File: src/sas_pkg.sv
package sas_pkg;
  localparam int SAS_RES_BITS = 10;
  localparam int SAS_CH_BITS = 3;
  localparam int SAS_CLK_MHZ = 100;

  // Register byte offsets.
  localparam logic [11:0] SAS_OFF_PER_EN = 12'h000;
  localparam logic [11:0] SAS_OFF_MODE = 12'h004;
  localparam logic [11:0] SAS_OFF_CHAN = 12'h008;
  localparam logic [11:0] SAS_OFF_WORD = 12'h00C;
  localparam logic [11:0] SAS_OFF_BYTE = 12'h010;
  localparam logic [11:0] SAS_OFF_STAT = 12'h014;

  // Field positions.
  localparam int SAS_POS_CLK_GATE = 5;
  localparam int SAS_POS_CMP_EN = 0;
  localparam int SAS_POS_TIME_LO = 1;
  localparam int SAS_POS_TIME_HI = 5;
  localparam int SAS_POS_RUN = 7;

  // Reset values.
  localparam logic [7:0] SAS_RST_PER_EN = 8'h00;
  localparam logic [7:0] SAS_RST_MODE = 8'h00;
  localparam logic [2:0] SAS_RST_CHAN = 3'h0;
  localparam logic [9:0] SAS_RST_RESULT = 10'h000;

  // Timing: sampling lasts a fixed base time, each bit step a selectable count.
  localparam int SAS_SAMPLE_NS = 500;
  localparam int SAS_SAMPLE_CYC = (SAS_SAMPLE_NS * SAS_CLK_MHZ) / 1000;
  localparam int SAS_STEP_BASE_CYC = 2;

  typedef enum logic [4:0] {
    SAS_IDLE = 5'b00001,
    SAS_SAMPLE = 5'b00010,
    SAS_TRIAL = 5'b00100,
    SAS_DECIDE = 5'b01000,
    SAS_LATCH = 5'b10000
  } sas_state_t;
endpackage

File: src/sas_apb_regs.sv
`timescale 1ns/10ps
module sas_apb_regs
  import sas_pkg::*;
(
  input wire logic clk,
  input wire logic rstn,
  input wire logic psel,
  input wire logic penable,
  input wire logic pwrite,
  input wire logic [11:0] paddr,
  input wire logic [31:0] pwdata,
  output logic [31:0] prdata,
  output logic pready,
  output logic pslverr,
  input wire logic run_clear,
  input wire logic [9:0] result_word,
  input wire logic [7:0] result_byte,
  input wire logic busy,
  input wire logic done_flag,
  output logic [7:0] peripheral_enable_reg,
  output logic [7:0] converter_mode_reg,
  output logic [2:0] channel_select_reg
);
  logic wr_en;
  logic known;

  assign wr_en = psel && penable && pwrite;
  assign pready = 1'b1;
  assign known = (paddr == SAS_OFF_PER_EN) || (paddr == SAS_OFF_MODE) || (paddr == SAS_OFF_CHAN) ||
                 (paddr == SAS_OFF_WORD) || (paddr == SAS_OFF_BYTE) || (paddr == SAS_OFF_STAT);
  assign pslverr = psel && penable && !known;

  always_ff @(posedge clk or negedge rstn) begin
    if (!rstn) begin
      peripheral_enable_reg <= SAS_RST_PER_EN;
    end else if (wr_en && paddr == SAS_OFF_PER_EN) begin
      peripheral_enable_reg <= pwdata[7:0];
    end
  end

  // A software write wins over the hardware stop of the run bit.
  always_ff @(posedge clk or negedge rstn) begin
    if (!rstn) begin
      converter_mode_reg <= SAS_RST_MODE;
    end else if (wr_en && paddr == SAS_OFF_MODE) begin
      converter_mode_reg <= pwdata[7:0];
    end else if (run_clear) begin
      converter_mode_reg[SAS_POS_RUN] <= 1'b0;
    end
  end

  always_ff @(posedge clk or negedge rstn) begin
    if (!rstn) begin
      channel_select_reg <= SAS_RST_CHAN;
    end else if (wr_en && paddr == SAS_OFF_CHAN) begin
      channel_select_reg <= pwdata[2:0];
    end
  end

  always_comb begin
    prdata = 32'h0000_0000;
    case (paddr)
      SAS_OFF_PER_EN: prdata = {24'h000000, peripheral_enable_reg};
      SAS_OFF_MODE: prdata = {24'h000000, converter_mode_reg};
      SAS_OFF_CHAN: prdata = {29'h0, channel_select_reg};
      SAS_OFF_WORD: prdata = {16'h0000, 6'h00, result_word};
      SAS_OFF_BYTE: prdata = {24'h000000, result_byte};
      SAS_OFF_STAT: prdata = {30'h0, done_flag, busy};
      default: prdata = 32'h0000_0000;
    endcase
  end
endmodule // sas_apb_regs

File: src/sas_sequencer.sv
// Implementation choices: the register addresses and the APB interface to the registers.
`timescale 1ns/10ps
module sas_sequencer
  import sas_pkg::*;
(
  input wire logic clk,
  input wire logic rstn,
  input wire logic psel,
  input wire logic penable,
  input wire logic pwrite,
  input wire logic [11:0] paddr,
  input wire logic [31:0] pwdata,
  output logic [31:0] prdata,
  output logic pready,
  output logic pslverr,
  input wire logic comparator_out,
  output logic comparator_enable,
  output logic sample_hold,
  output logic [2:0] channel_sel,
  output logic [9:0] tap_code,
  output logic conversion_done_irq
);
  logic [7:0] peripheral_enable_reg;
  logic [7:0] converter_mode_reg;
  logic [2:0] channel_select_reg;
  logic [15:0] result_word_reg;
  logic [7:0] result_byte_reg;
  logic cmp_s1_reg;
  logic cmp_s2_reg;
  sas_state_t state_reg;
  sas_state_t state_next;
  logic [9:0] sar_reg;
  logic [3:0] bit_idx_reg;
  logic [7:0] cnt_reg;
  logic [7:0] step_cyc;
  logic run_bit;
  logic active;
  logic run_clear;
  logic done_flag_reg;
  logic busy;
  logic cnt_zero;
  logic [7:0] sample_len_reg;
  logic [7:0] trial_len_reg;

  sas_apb_regs u_regs (
    .clk(clk),
    .rstn(rstn),
    .psel(psel),
    .penable(penable),
    .pwrite(pwrite),
    .paddr(paddr),
    .pwdata(pwdata),
    .prdata(prdata),
    .pready(pready),
    .pslverr(pslverr),
    .run_clear(run_clear),
    .result_word(result_word_reg[9:0]),
    .result_byte(result_byte_reg),
    .busy(busy),
    .done_flag(done_flag_reg),
    .peripheral_enable_reg(peripheral_enable_reg),
    .converter_mode_reg(converter_mode_reg),
    .channel_select_reg(channel_select_reg)
  );

  // Comparator output is analog-side, so it is synchronised first.
  always_ff @(posedge clk or negedge rstn) begin
    if (!rstn) begin
      cmp_s1_reg <= 1'b0;
      cmp_s2_reg <= 1'b0;
    end else begin
      cmp_s1_reg <= comparator_out;
      cmp_s2_reg <= cmp_s1_reg;
    end
  end

  // Without the clock gate the sequencer treats the converter as unclocked.
  assign run_bit = converter_mode_reg[SAS_POS_RUN];
  assign active = peripheral_enable_reg[SAS_POS_CLK_GATE] && run_bit;
  assign comparator_enable = peripheral_enable_reg[SAS_POS_CLK_GATE] &&
                             converter_mode_reg[SAS_POS_CMP_EN];
  // The step time grows with the five-bit time field; two extra cycles cover the synchroniser.
  assign step_cyc = 8'(SAS_STEP_BASE_CYC) +
                    {3'h0, converter_mode_reg[SAS_POS_TIME_HI:SAS_POS_TIME_LO]};
  assign run_clear = 1'b0;
  assign busy = (state_reg != SAS_IDLE);
  assign cnt_zero = (cnt_reg == 8'h00);
  assign channel_sel = channel_select_reg;
  assign tap_code = sar_reg;
  assign sample_hold = (state_reg == SAS_SAMPLE);

  always_comb begin
    state_next = state_reg;
    case (state_reg)
      SAS_IDLE: begin
        if (active) begin
          state_next = SAS_SAMPLE;
        end
      end
      SAS_SAMPLE: begin
        if (!active) begin
          state_next = SAS_IDLE;
        end else if (cnt_zero) begin
          state_next = SAS_TRIAL;
        end
      end
      SAS_TRIAL: begin
        if (!active) begin
          state_next = SAS_IDLE;
        end else if (cnt_zero) begin
          state_next = SAS_DECIDE;
        end
      end
      SAS_DECIDE: begin
        if (!active) begin
          state_next = SAS_IDLE;
        end else if (bit_idx_reg == 4'h0) begin
          state_next = SAS_LATCH;
        end else begin
          state_next = SAS_TRIAL;
        end
      end
      SAS_LATCH: begin
        state_next = active ? SAS_SAMPLE : SAS_IDLE;
      end
      default: state_next = SAS_IDLE;
    endcase
  end

  always_ff @(posedge clk or negedge rstn) begin
    if (!rstn) begin
      state_reg <= SAS_IDLE;
    end else begin
      state_reg <= state_next;
    end
  end

  always_ff @(posedge clk or negedge rstn) begin
    if (!rstn) begin
      cnt_reg <= 8'h00;
    end else if (state_next == SAS_SAMPLE && state_reg != SAS_SAMPLE) begin
      cnt_reg <= 8'(SAS_SAMPLE_CYC - 1);
    end else if (state_next == SAS_TRIAL && state_reg != SAS_TRIAL) begin
      cnt_reg <= step_cyc - 8'h01;
    end else if (!cnt_zero) begin
      cnt_reg <= cnt_reg - 8'h01;
    end
  end

  // Trial bit is set on entering the step and decided from the comparator.
  always_ff @(posedge clk or negedge rstn) begin
    if (!rstn) begin
      sar_reg <= 10'h000;
      bit_idx_reg <= 4'h0;
    end else begin
      case (state_reg)
        SAS_SAMPLE: begin
          if (cnt_zero) begin
            sar_reg <= 10'h200;
            bit_idx_reg <= 4'h9;
          end
        end
        SAS_DECIDE: begin
          // Comparator high means input at or above the tap.
          sar_reg[bit_idx_reg] <= cmp_s2_reg;
          if (bit_idx_reg != 4'h0) begin
            sar_reg[bit_idx_reg - 4'h1] <= 1'b1;
            bit_idx_reg <= bit_idx_reg - 4'h1;
          end
        end
        default: begin
        end
      endcase
    end
  end

  always_ff @(posedge clk or negedge rstn) begin
    if (!rstn) begin
      result_word_reg <= {6'h00, SAS_RST_RESULT};
      result_byte_reg <= SAS_RST_RESULT[9:2];
    end else if (state_reg == SAS_LATCH) begin
      result_word_reg <= {6'h00, sar_reg};
      result_byte_reg <= sar_reg[9:2];
    end
  end

  always_ff @(posedge clk or negedge rstn) begin
    if (!rstn) begin
      conversion_done_irq <= 1'b0;
    end else begin
      conversion_done_irq <= (state_reg == SAS_LATCH);
    end
  end

  always_ff @(posedge clk or negedge rstn) begin
    if (!rstn) begin
      done_flag_reg <= 1'b0;
    end else if (state_reg == SAS_LATCH) begin
      done_flag_reg <= 1'b1;
    end else if (psel && penable && !pwrite && paddr == SAS_OFF_WORD) begin
      done_flag_reg <= 1'b0;
    end
  end

  // Helper counters that measure phase lengths for the timing checks.
  always_ff @(posedge clk or negedge rstn) begin
    if (!rstn) begin
      sample_len_reg <= 8'h00;
    end else if (sample_hold) begin
      sample_len_reg <= sample_len_reg + 8'h01;
    end else begin
      sample_len_reg <= 8'h00;
    end
  end

  always_ff @(posedge clk or negedge rstn) begin
    if (!rstn) begin
      trial_len_reg <= 8'h00;
    end else if (state_reg == SAS_TRIAL) begin
      trial_len_reg <= trial_len_reg + 8'h01;
    end else begin
      trial_len_reg <= 8'h00;
    end
  end

  first_bit_a: assert property (@(posedge clk) disable iff (!rstn)
    (state_reg == SAS_SAMPLE && cnt_zero && active) |=> (tap_code == 10'h200))
    else $error("first trial code not half scale");
  byte_upper_a: assert property (@(posedge clk) disable iff (!rstn)
    $rose(conversion_done_irq) |-> (result_byte_reg == result_word_reg[9:2]))
    else $error("byte result not upper bits");
  latch_pulse_a: assert property (@(posedge clk) disable iff (!rstn)
    (state_reg == SAS_LATCH) |=> conversion_done_irq && result_word_reg[9:0] == $past(sar_reg))
    else $error("result not latched with end pulse");
  stop_idle_a: assert property (@(posedge clk) disable iff (!rstn)
    (!active && state_reg != SAS_LATCH) |=> (state_reg == SAS_IDLE))
    else $error("conversion did not stop");
  repeat_conv_a: assert property (@(posedge clk) disable iff (!rstn)
    (state_reg == SAS_LATCH && active) |=> (state_reg == SAS_SAMPLE))
    else $error("conversion did not repeat");
  start_run_a: assert property (@(posedge clk) disable iff (!rstn)
    (state_reg == SAS_IDLE && active) |=> sample_hold)
    else $error("run did not start sampling");
  sample_time_a: assert property (@(posedge clk) disable iff (!rstn)
    (state_reg == SAS_TRIAL && $past(state_reg) == SAS_SAMPLE) |->
    (sample_len_reg == 8'(SAS_SAMPLE_CYC)))
    else $error("sampling time wrong");
  cmp_gate_a: assert property (@(posedge clk) disable iff (!rstn)
    comparator_enable |-> peripheral_enable_reg[SAS_POS_CLK_GATE] && converter_mode_reg[SAS_POS_CMP_EN])
    else $error("comparator enable wrong");
  chan_sel_a: assert property (@(posedge clk) disable iff (!rstn)
    busy |-> channel_sel == channel_select_reg)
    else $error("channel mismatch");
  hold_phase_a: assert property (@(posedge clk) disable iff (!rstn)
    (state_reg == SAS_TRIAL || state_reg == SAS_DECIDE || state_reg == SAS_LATCH) |-> !sample_hold)
    else $error("sample switch not in hold");
  step_time_a: assert property (@(posedge clk) disable iff (!rstn)
    (state_reg == SAS_DECIDE) |-> (trial_len_reg == step_cyc))
    else $error("trial step time wrong");
  bit_decide_a: assert property (@(posedge clk) disable iff (!rstn)
    (state_reg == SAS_DECIDE) |=> (sar_reg[$past(bit_idx_reg)] == $past(cmp_s2_reg)))
    else $error("trial bit not decided by comparator");
  next_trial_a: assert property (@(posedge clk) disable iff (!rstn)
    (state_reg == SAS_DECIDE && bit_idx_reg != 4'h0) |=> (sar_reg[bit_idx_reg] == 1'b1))
    else $error("next trial bit not set");
  trial_low_a: assert property (@(posedge clk) disable iff (!rstn)
    (state_reg == SAS_TRIAL) |-> ((tap_code & ((10'h001 << bit_idx_reg) - 10'h001)) == 10'h000))
    else $error("bits below trial bit not clear");
  latch_after_a: assert property (@(posedge clk) disable iff (!rstn)
    (state_reg == SAS_LATCH) |-> ($past(state_reg) == SAS_DECIDE && $past(bit_idx_reg) == 4'h0))
    else $error("result latched before last bit");
  irq_pulse_a: assert property (@(posedge clk) disable iff (!rstn)
    conversion_done_irq |=> !conversion_done_irq)
    else $error("end pulse longer than one cycle");
  done_set_a: assert property (@(posedge clk) disable iff (!rstn)
    (state_reg == SAS_LATCH) |=> done_flag_reg)
    else $error("done flag not set by latch");
  cmp_run_a: assert property (@(posedge clk) disable iff (!rstn)
    ($changed(run_bit) && $stable(converter_mode_reg[SAS_POS_CMP_EN]) &&
     $stable(peripheral_enable_reg[SAS_POS_CLK_GATE])) |-> $stable(comparator_enable))
    else $error("comparator enable follows run bit");
endmodule // sas_sequencer

File: config.mk
export PLATFORM = sky130hd
export DESIGN_NAME = sas_sequencer
export DESIGN_NICKNAME = d
export VERILOG_FILES = /design/src/sas_pkg.sv /design/src/sas_apb_regs.sv /design/src/sas_sequencer.sv
export SDC_FILE = /design/constraint.sdc
export NUM_CORES = 1
export LEC_CHECK = 0
export ABC_AREA = 0
export BUFFER_PORTS_ARGS = -buffer_cell sky130_fd_sc_hd__buf_2
export CORE_MARGIN = 8
export CORE_UTILIZATION = 55
export DETAILED_ROUTE_END_ITERATION = 6
export GPL_TIMING_DRIVEN = 0
export HOLD_SLACK_MARGIN = 0.02
export PLACE_DENSITY = 0.93
export SYNTH_ARGS = -nofsm -noshare
export SYNTH_HDL_FRONTEND = slang
export SYNTH_SLANG_ARGS = --single-unit
export TNS_END_PERCENT = 5
File: constraint.sdc
create_clock -name clk -period 5.2 [get_ports clk]
set_input_delay 0.26 -clock clk [delete_from_list [all_inputs] [get_ports clk]]
set_output_delay 0.26 -clock clk [all_outputs]
set_load 0.01 [all_outputs]
# Word level (Yosys, flattened, before mapping)
# Cells that the tools add are included.
# W data, S select, Z words.
# classes
add_sub_neg,4
order_cmp,4
eq_ne,18
mux,26
n_bitwise,1
n_reduce_logical,29
# op_table
op,count
$pmux W10 S6,1
$mux W5,7
$pmux W5 S5,1
$eq A12 B4 Y1 const B,2
$eq A12 B5 Y1 const B,2
$mux W8,3
$mux W10,2
$pmux W10 S2,1
$logic_and A1 B1 Y1,14
$eq A12 B3 Y1 const B,1
$logic_not A12 Y1,1
$bwmux W10,1
$eq A5 B2 Y1 const B,2
$eq A5 B3 Y1 const B,2
$lt A4 B5 Y1 const B,2
$or A10 B10 Y10,1
$demux W1 S4,2
$ge A4 B1 Y1 const B,2
$logic_not A8 Y1,1
$mux W4,2
$pmux W4 S2,1
$sub A8 B1 Y8 const B,1
$sub A6 B1 Y7 const B,1
$add A2 B5 Y6 const A,1
other kinds (19),28
# totals
regBits,68
wordCells,95

# Longest topological paths before layout
# Gate-level depths: netlist of run 1.
# depth
word_depth,8
depth_mapped,8
ltp_nobuf,7

# By module
# Synthesis of run 1 repeated with hierarchy kept, for this count alone.
# hier_totals
hier_cells,382
hier_area_um2,3712.3
# by_module_without_submodules
module,n_inst,cells_each,area_each_um2
sas_sequencer,1,254,2314.7
sas_apb_regs,1,128,1397.6

# Worst setup path after synthesis of run 1
# Ideal clock, no wire load.
# synth_timing
path_type,input-to-output
from,input paddr[11]
to,output prdata[3]
arrival_ps,1845
t_required_ps,4940
setup_slack_ps,3095
cell_stages,5
path_cell_list,or4_1 nor3_2 nand2_2 or3_2 o22ai_1
# synth_between
elab_chain_cells,2
word_cells_on_any_way,7
cone_classes,eq/ne: 5; mux: 1; reduce/logical: 1
# synth_rtl
item,line_no,text
"start, declared",sas_sequencer.sv:11,"input wire logic [11:0] paddr,"
"$eq A12 B5 Y1, or another cell as far along",sas_apb_regs.sv:62,case (paddr)
$pmux W10 S6 *,sas_apb_regs.sv:62,
"end, declared",sas_sequencer.sv:13,"output logic [31:0] prdata,"
# Mark *: on every way between the ends. The rest lies on a longest branch, timed or not.

# Final worst setup path of run 1
# Same ends and word-level chain as after synthesis.

==> run metrics, run 1 <==
crit path max fanout 7; Placed Area 4000 um^2; Routed WL 9270 um; Horiz. Die Dim 96.5 um; Non-Filler Instances 538; Clock H-tree levels 3; WL met3 863 um; drt wl/cell 17.2 um; leading cell type in the layout, fill and taps excluded dfrtp_1; synth unique cells 65; Initial Util 0.564; xor/xnor share of the synthesized area 0.0221; largest net degree at the start of global routing 61; Synth Register Bits 60; RSZ-0062 raised after global routing false; initial antenna violation count 0; Worst Skew 0.0109 ns; largest family of logic cells by synthesized area simple AND/OR/NAND/NOR gates; cts repair resizes 0; worst-skew pair later-pin latency 0.34 ns; Max-Cap Viols 0; fin. max-slew vios 0; Worst Tran Pin Value 0.779 ns; Post-Synth Simple-Gate Area 0.183; TritonCTS Sinks 60; Root Buffer clkbuf_8; post-synthesis adder-cell area fraction 0.0281; vias in the first global route 3,103; status finished with violations; CP Data Arrival Time 2.18 ns; critical path required time 4.94 ns; syn_area_per_cell 9.60 um^2; Die Area 9310 um^2; HPWL after detailed placement 6900 um; die height 96.5 um; Rel. slew slack 0.473; ant diodes 0; wl on met1 3700 um; port buffer count 52; share of post-route cells with drive strength above 1 0.275; pwr/cell area 286 nW/um^2; Reg2Reg Depth 6; commonest non-fill, non-tap cells in the layout dfrtp_1, buf_2, nand2_1; Residual DRC 0; GRT overflow 0; CTS tree yes; FILL cells 480; vias 3,083; number of DRC violations after detailed-routing iteration 0 156; Seq/Total Area, Yosys 0.422; Compound-Gate Fraction of Synth Area 0.136; max FFs per register 10; I/O pins 100; period utilization 0.468; Top Metal Used met4; Hold WC Path Type input port to asynchronous set/reset pin; worst vdd ir 0.183 mV; Num CTS Buffers 9; Yosys Warn Count 0; RD Place Congestion 0.951; number of vias per cell 5.73; Syn Inst Count 371; All-Layer GR Usage 0.211; Area Overhead vs Synth 18.7%; Max Root-Sink Buffers 2; setup TNS 0 ns; fin area 4230 um^2; footprint of the multi-input gates 1850 um^2; EDFF count, synth 0; mux contribution to synthesized area 0.127; Critical Path Source Type input port; Final nets 514; clock-pin slew on the worst setup and hold paths 0.07 ns; Detail Route Antenna Nets 0; Hold Slack -0.0263 ns; Mapped Area 3560 um^2; drt first pass iters 5; total power 1210 uW; core area 6310 um^2; met2 wire len 4600 um; leakage 0.00215 uW; first-pass GRT wire length 15,200 um; main flop type after synthesis dfrtp_1; register area 1500 um^2; worst setup path class input port to output port; final hold violations 12; Setup-failing EPs final 0; Rows 29; Worst Setup End Kind output port; fmax 411 MHz; FF-to-FF setup slack 2.77 ns; failing checks hold timing; Placed Cells incl. Taps 521; Period minus WS final 2.44 ns; ys async rst share 1.00
## area by class of cell
cell class,count,area share
clock buffers,12,0.0343
multi-input cells,280,0.438
clock inverters,4,0.0172
plain buffers,39,0.0559
flip-flops and latches,60,0.355
well taps,77,0.0228
repair buffers,53,0.0645
inverters,13,0.0115
## worst max-delay path, stage by stage
cell and delay [ns]:
buf_2 0.09, or4_1 0.53, nor3_2 0.19, nand2_2 0.16
or3_2 0.51, o22ai_1 0.25, buf_2 0.18
## synth_stat cells (4+ instances only)
library cell	number	area share
a21oi_1	14	0.020
a31oi_1	5	0.0088
and2_1	5	0.0088
buf_4	23	0.048
clkbuf_1	12	0.013
dfrtp_1	59	0.41
ha_1	8	0.028
inv_1	12	0.013
mux2_2	21	0.066
mux2i_1	15	0.042
nand2_1	42	0.044
nand3_1	9	0.013
nand4_1	5	0.0088
nor2_1	23	0.024
nor3_1	13	0.018
o21ai_0	23	0.032
o22ai_1	5	0.0088
or4_1	4	0.0084
xnor2_1	4	0.0098
xor2_1	5	0.012
## per-layer routing
layer,vias up,global-route usage
met5,-,0
met4,0,0.0631
met3,10,0.0626
met2,119,0.366
met1,1494,0.245
li1,1460,-
## per-stage QoR
stage	setup slack (ns)	utilization	hold WS [ns]
3_3_place_gp	2.80	0.633	0.332
5_1_grt	2.57	0.670	0.0216
4_1_cts	2.77	0.669	0.151
3_5_place_dp	2.78	0.633	0.336
6_report	2.76	0.670	-0.0263
2_1_floorplan	3.09	-	-0.0356
## what timing repair did
item                                   4_1_cts  5_1_grt
endpoints found under the hold margin        1        0
hold buffers                                 1        0
buffers inserted                             0        0
## worst paths after layout
check,start,endpoint
max,paddr[11],prdata[3]
min in group clk,pwdata[6],u_regs.converter_mode_reg[6]
max reg2reg,cnt_reg[4],cnt_reg[3]
min,rstn,tap_code[9]
min reg2reg,cmp_s1_reg,cmp_s2_reg
max in group asynchronous,rstn,tap_code[2]
## kinds of logic after synthesis
family	count (synthesis)
xor+xnor	9
flops	60
mux	39
fa+ha+maj	8
simple gates	127
buf+inv	52
other cells	2
compound gates	74
## where the power goes
part / internal (uW) / switching, uW / leakage (uW)
clock network: 283 / 187 / 0.000107
registers: 500 / 36.9 / 0.000811
logic: 93.0 / 109 / 0.00123
total: 876 / 332 / 0.00215
Power figures use the tool's default switching activity.
==> run 2, diff against run 1 <==
--- a/config.mk
+++ b/config.mk
@@ -8,11 +8,11 @@
 export ABC_AREA = 0
 export BUFFER_PORTS_ARGS = -buffer_cell sky130_fd_sc_hd__buf_2
 export CORE_MARGIN = 8
-export CORE_UTILIZATION = 55
+export CORE_UTILIZATION = 48
 export DETAILED_ROUTE_END_ITERATION = 6
 export GPL_TIMING_DRIVEN = 0
 export HOLD_SLACK_MARGIN = 0.02
-export PLACE_DENSITY = 0.93
+export PLACE_DENSITY = 0.86
 export SYNTH_ARGS = -nofsm -noshare
 export SYNTH_HDL_FRONTEND = slang
 export SYNTH_SLANG_ARGS = --single-unit
==> constraint.sdc (replaced) <==
create_clock -name clk -period 2.1 [get_ports clk]
set_input_delay 0.105 -clock clk [delete_from_list [all_inputs] [get_ports clk]]
set_output_delay 0.105 -clock clk [all_outputs]
set_load 0.01 [all_outputs]
==> run metrics, run 2 (synthesized netlist as in run 1, its figures left out) <==
status complete, no violations (was finished with violations); core area 7210 um^2 (was 6310 um^2); CTS tree yes (unchanged); Non-Filler Instances 567 (was 538); die height 102 um (was 96.5 um); Root Buffer clkbuf_8 (unchanged); pwr/cell area 647 nW/um^2 (was 286 nW/um^2); Worst Skew 0.00710 ns (was 0.0109 ns); TritonCTS Sinks 60 (unchanged); footprint of the multi-input gates 1940 um^2 (was 1850 um^2); worst vdd ir 0.443 mV (was 0.183 mV); Final nets 521 (was 514); Clock H-tree levels 3 (unchanged); largest net degree at the start of global routing 61 (unchanged); Worst Tran Pin Value 0.749 ns (was 0.779 ns); Worst Setup End Kind output port (unchanged); RD Place Congestion 0.935 (was 0.951); max FFs per register 10 (unchanged); Hold WC Path Type input port to register (was input port to asynchronous set/reset pin); leading cell type in the layout, fill and taps excluded dfrtp_1 (unchanged); number of vias per cell 5.51 (was 5.73); Num CTS Buffers 9 (unchanged); critical path required time 2.00 ns (was 4.94 ns); Max-Cap Viols 0 (unchanged); fin. max-slew vios 0 (unchanged); HPWL after detailed placement 6960 um (was 6900 um); setup ws final 0.0915 ns (was 2.76 ns); CP Data Arrival Time 1.90 ns (was 2.18 ns); Placed Cells incl. Taps 543 (was 521); I/O pins 100 (unchanged); first-pass GRT wire length 15,100 um (was 15,200 um); vias 3,126 (was 3,083); port buffer count 52 (unchanged); fmax 498 MHz; Rel. slew slack 0.501 (was 0.473); Setup-failing EPs final 0 (unchanged); ant diodes 0 (unchanged); worst setup path class input port to output port (unchanged); commonest non-fill, non-tap cells in the layout dfrtp_1, buf_2, nand2_1 (unchanged); leakage 0.00221 uW (was 0.00215 uW); clock-pin slew on the worst setup and hold paths 0.07 ns (about the same); register area 1500 um^2 (about the same); share of post-route cells with drive strength above 1 0.308 (was 0.275); Worst path slowest cell or4_1 (unchanged); Horiz. Die Dim 102 um (was 96.5 um); Die Area 10,400 um^2 (was 9310 um^2); Max Root-Sink Buffers 2 (unchanged); final hold violations 0 (was 12); Critical Path Source Type input port (unchanged); worst-skew pair later-pin latency 0.33 ns (was 0.34 ns); Initial Util 0.494 (was 0.564); crit-path max cell delay 0.54 ns (was 0.53 ns); post-placement worst setup slack -0.246 ns (was 2.78 ns); vias in the first global route 3,121 (was 3,103); initial antenna violation count 0 (unchanged); Area Overhead vs Synth 22.5% (was 18.7%); Rows 31 (was 29); GRT overflow 0 (unchanged); Period minus WS final 2.01 ns; All-Layer GR Usage 0.184 (was 0.211); drt first pass iters 4 (was 5); crit path cell chain buf_2 > or4_1 > nor3_2 > nand2_2 > or3_4 > o22ai_1 > buf_2 (was buf_2 > or4_1 > nor3_2 > nand2_2 > or3_2 > o22ai_1 > buf_2); Detail Route Antenna Nets 0 (unchanged); drt wl/cell 16.7 um (was 17.2 um); RSZ-0062 raised after global routing true (was false); Crit path max-delay family simple AND/OR/NAND/NOR gates (unchanged); Worst path most repeated cell buf_2 (unchanged); number of DRC violations after detailed-routing iteration 0 136 (was 156); Routed WL 9470 um (was 9270 um); setup TNS 0 ns (unchanged); CP bufs+invs 2 (unchanged); FILL cells 603 (was 480); Residual DRC 0 (unchanged); crit path max fanout 7 (unchanged); period utilization 0.956
-- run 2: cell count changes in the layout (fill, tap and decap cells not counted), moves of 2 or more --
cell | previous run | this run
dlygate4sd3_1 | 1 | 4
clkinv_2 | 1 | 3
clkbuf_2 | 0 | 2
buf_4 | 24 | 29
bufinv_16 | 2 | 0
clkbuf_1 | 14 | 11
-- run 2: layout make-up --
| class | instances | area share |
|---|---|---|
| plain buffers | 39 | 0.0553 |
| well taps | 99 | 0.0284 |
| multi-input cells | 280 | 0.443 |
| flip-flops and latches | 60 | 0.345 |
| clock inverters | 4 | 0.00545 |
| clock buffers | 12 | 0.0355 |
| repair buffers | 60 | 0.0762 |
| inverters | 13 | 0.0112 |
-- run 2: routing by layer --
metal	wire length (um)	GRT usage	vias to the layer above	share of wire
li1	-	-	1475	-
met1	4050	0.214	1523	0.43
met2	4480	0.309	109	0.47
met3	733	0.0484	19	0.077
met4	205	0.0892	0	0.022
met5	0	0	-	0
-- run 2: timing repair --
| item | 4_1_cts | 5_1_grt |
|---|---|---|
| resized for setup | 13 | 7 |
| hold buffers | 3 | 1 |
| endpoints found under the setup margin | 19 | 16 |
| buffers inserted | 0 | 4 |
| cloned | 0 | 0 |
| endpoints found under the hold margin | 4 | 59 |
| pin swaps | 0 | 2 |
-- run 2: worst paths after layout --
| kind | from | to | slack [ns] | depth (start not counted) |
|---|---|---|---|---|
| setup / recovery | paddr[11] | prdata[3] | 0.09 | 7 |
| hold / removal | pwdata[0] | u_regs.converter_mode_reg[0] | 0.04 | 2 |
| setup reg to reg | state_reg[0] | cnt_reg[5] | 0.11 | 7 |
| hold reg to reg | cmp_s1_reg | cmp_s2_reg | 0.35 | 0 |
| max in group asynchronous | rstn | bit_idx_reg[0] | 1.18 | 2 |
| min in group asynchronous | rstn | tap_code[5] | 0.37 | 2 |
-- run 2: per-stage QoR --
stage / area [um^2] / util / hold WS, ns / power (uW)
after global routing: 4370 / 0.605 / 0.0342 / 2960
after global placement: 4030 / 0.558 / 0.217 / 1800
after detailed placement: 4030 / 0.558 / 0.216 / 1840
after CTS: 4290 / 0.595 / 0.0302 / 2800
final: 4370 / 0.605 / 0.0382 / 2820
after floorplan: 3640 / - / -0.191 / 1700
-- run 2: report_power, final --
| group | leakage [uW] | internal [uW] | switching [uW] |
|---|---|---|---|
| registers | 0.000809 | 1240 | 110 |
| clock network | 0.0000961 | 489 | 451 |
| logic | 0.00131 | 256 | 279 |
| total | 0.00221 | 1980 | 840 |
==> run 3, diff against run 2 <==
--- a/config.mk
+++ b/config.mk
@@ -12,6 +12,7 @@
 export DETAILED_ROUTE_END_ITERATION = 6
 export GPL_TIMING_DRIVEN = 0
 export HOLD_SLACK_MARGIN = 0.02
+export MAX_ROUTING_LAYER = met4
 export PLACE_DENSITY = 0.86
 export SYNTH_ARGS = -nofsm -noshare
 export SYNTH_HDL_FRONTEND = slang
==> run metrics, run 3 (synthesized netlist as in run 1, its figures left out) <==
I/O pins 100 (unchanged); Routed WL 9590 um (was 9470 um); Initial Util 0.494 (unchanged); Worst path most repeated cell buf_2 (unchanged); vias in the first global route 3,148 (was 3,121); worst-skew pair later-pin latency 0.34 ns (was 0.33 ns); Area Overhead vs Synth 22.8% (was 22.5%); Hold Slack 0.0286 ns (was 0.0382 ns); GRT overflow 0 (unchanged); crit path cell chain buf_2 > or4_1 > nor3_4 > nand2_2 > or3_4 > o22ai_1 > buf_2 (was buf_2 > or4_1 > nor3_2 > nand2_2 > or3_4 > o22ai_1 > buf_2); Rel. slew slack 0.504 (was 0.501); setup TNS 0 ns (unchanged); fin. max-slew vios 0 (unchanged); Die Area 10,400 um^2 (unchanged); Critical Path Source Type input port (unchanged); critical path required time 2.00 ns (about the same); leakage 0.00222 uW (was 0.00221 uW); Setup-failing EPs final 0 (unchanged); Horiz. Die Dim 102 um (unchanged); Detail Route Antenna Nets 0 (unchanged); Hold WC Path Type input port to register (unchanged); Worst Tran Pin Value 0.744 ns (was 0.749 ns); clock-pin slew on the worst setup and hold paths 0.07 ns (about the same); vias 3,193 (was 3,126); RD Place Congestion 0.957 (was 0.935); first-pass GRT wire length 15,400 um (was 15,100 um); Max Root-Sink Buffers 2 (unchanged); leading cell type in the layout, fill and taps excluded dfrtp_1 (unchanged); All-Layer GR Usage 0.194 (was 0.184); drt first pass iters 4 (unchanged); TritonCTS Sinks 60 (unchanged); initial antenna violation count 0 (unchanged); CTS tree yes (unchanged); HPWL after detailed placement 6870 um (was 6960 um); Worst Skew 0.00887 ns (was 0.00710 ns); Period minus WS final 2.03 ns (was 2.01 ns); die height 102 um (unchanged); Worst Setup End Kind output port (unchanged); Num CTS Buffers 9 (unchanged); Non-Filler Instances 568 (was 567); crit path max fanout 7 (unchanged); pwr/cell area 625 nW/um^2 (was 647 nW/um^2); Crit path max-delay family simple AND/OR/NAND/NOR gates (unchanged); CP Data Arrival Time 1.93 ns (was 1.90 ns); crit-path max cell delay 0.57 ns (was 0.54 ns); Final nets 525 (was 521); share of post-route cells with drive strength above 1 0.313 (was 0.308); Clock H-tree levels 3 (unchanged); post-placement worst setup slack -0.258 ns (was -0.246 ns); final hold violations 0 (unchanged); ant diodes 0 (unchanged); Residual DRC 0 (unchanged); Root Buffer clkbuf_8 (unchanged); worst setup path class input port to output port (unchanged); Max-Cap Viols 0 (unchanged); CP bufs+invs 2 (unchanged); period utilization 0.969 (was 0.956); largest net degree at the start of global routing 61 (unchanged); Rows 31 (unchanged); commonest non-fill, non-tap cells in the layout dfrtp_1, buf_2, nand2_1 (unchanged); number of DRC violations after detailed-routing iteration 0 173 (was 136); core area 7210 um^2 (unchanged); Worst path slowest cell or4_1 (unchanged); max FFs per register 10 (unchanged); number of vias per cell 5.62 (was 5.51); status complete, no violations (unchanged); Placed Cells incl. Taps 543 (unchanged); RSZ-0062 raised after global routing true (unchanged); fmax 491 MHz (was 498 MHz); worst vdd ir 0.328 mV (was 0.443 mV); drt wl/cell 16.9 um (was 16.7 um); setup ws final 0.0652 ns (was 0.0915 ns); port buffer count 52 (unchanged)
-- run 3: cell type report --
cell class	instances	area, um^2
timing repair buffer	64	363
clock buffer	9	124
tap	99	124
sequential	60	1510
fill	623	2840
buffer	39	241
multi-input combinational	280	1950
inverter	13	48.8
clock inverter	4	20.0
-- run 3: report_power, final --
group          total (uW)  switching [uW]  internal [uW]
logic                 549             286            263
registers            1360             123           1240
clock network         827             428            398
total                2740             837           1900
-- run 3: per-layer routing --
| layer | routed length (um) | GRT usage |
|---|---|---|
| met1 | 4020 | 0.227 |
| met2 | 4440 | 0.311 |
| met3 | 913 | 0.0490 |
| met4 | 216 | 0.0801 |
| met5 | 0 | - |
-- run 3: final timing paths --
path                           startpoint                           end  slack (ns)  cells past startpoint
max                             paddr[11]                     prdata[3]        0.07                      7
min                             pwdata[0]  u_regs.converter_mode_reg[0]        0.03                      2
max reg2reg                bit_idx_reg[1]                    cnt_reg[2]        0.10                      8
min reg2reg                    cmp_s1_reg                    cmp_s2_reg        0.35                      0
max in group asynchronous            rstn                bit_idx_reg[1]        1.22                      2
min in group asynchronous            rstn                   tap_code[5]        0.37                      2
-- run 3: timing repair --
item / CTS / global route
setup buffers: 1 / 7
resized for setup: 10 / 14
endpoints found under the setup margin: 18 / 19
pin swaps: 1 / 2
hold buffers: 3 / 1
hold endpoints to repair: 4 / 59
-- run 3: per-stage QoR --
step                total power [uW]   util  area [um^2]
floorplan                       1700      -         3640
global placement                1800  0.558         4030
detailed placement              1830  0.558         4030
CTS                             2670  0.590         4260
global route                    2880  0.607         4380
finish                          2740  0.607         4380
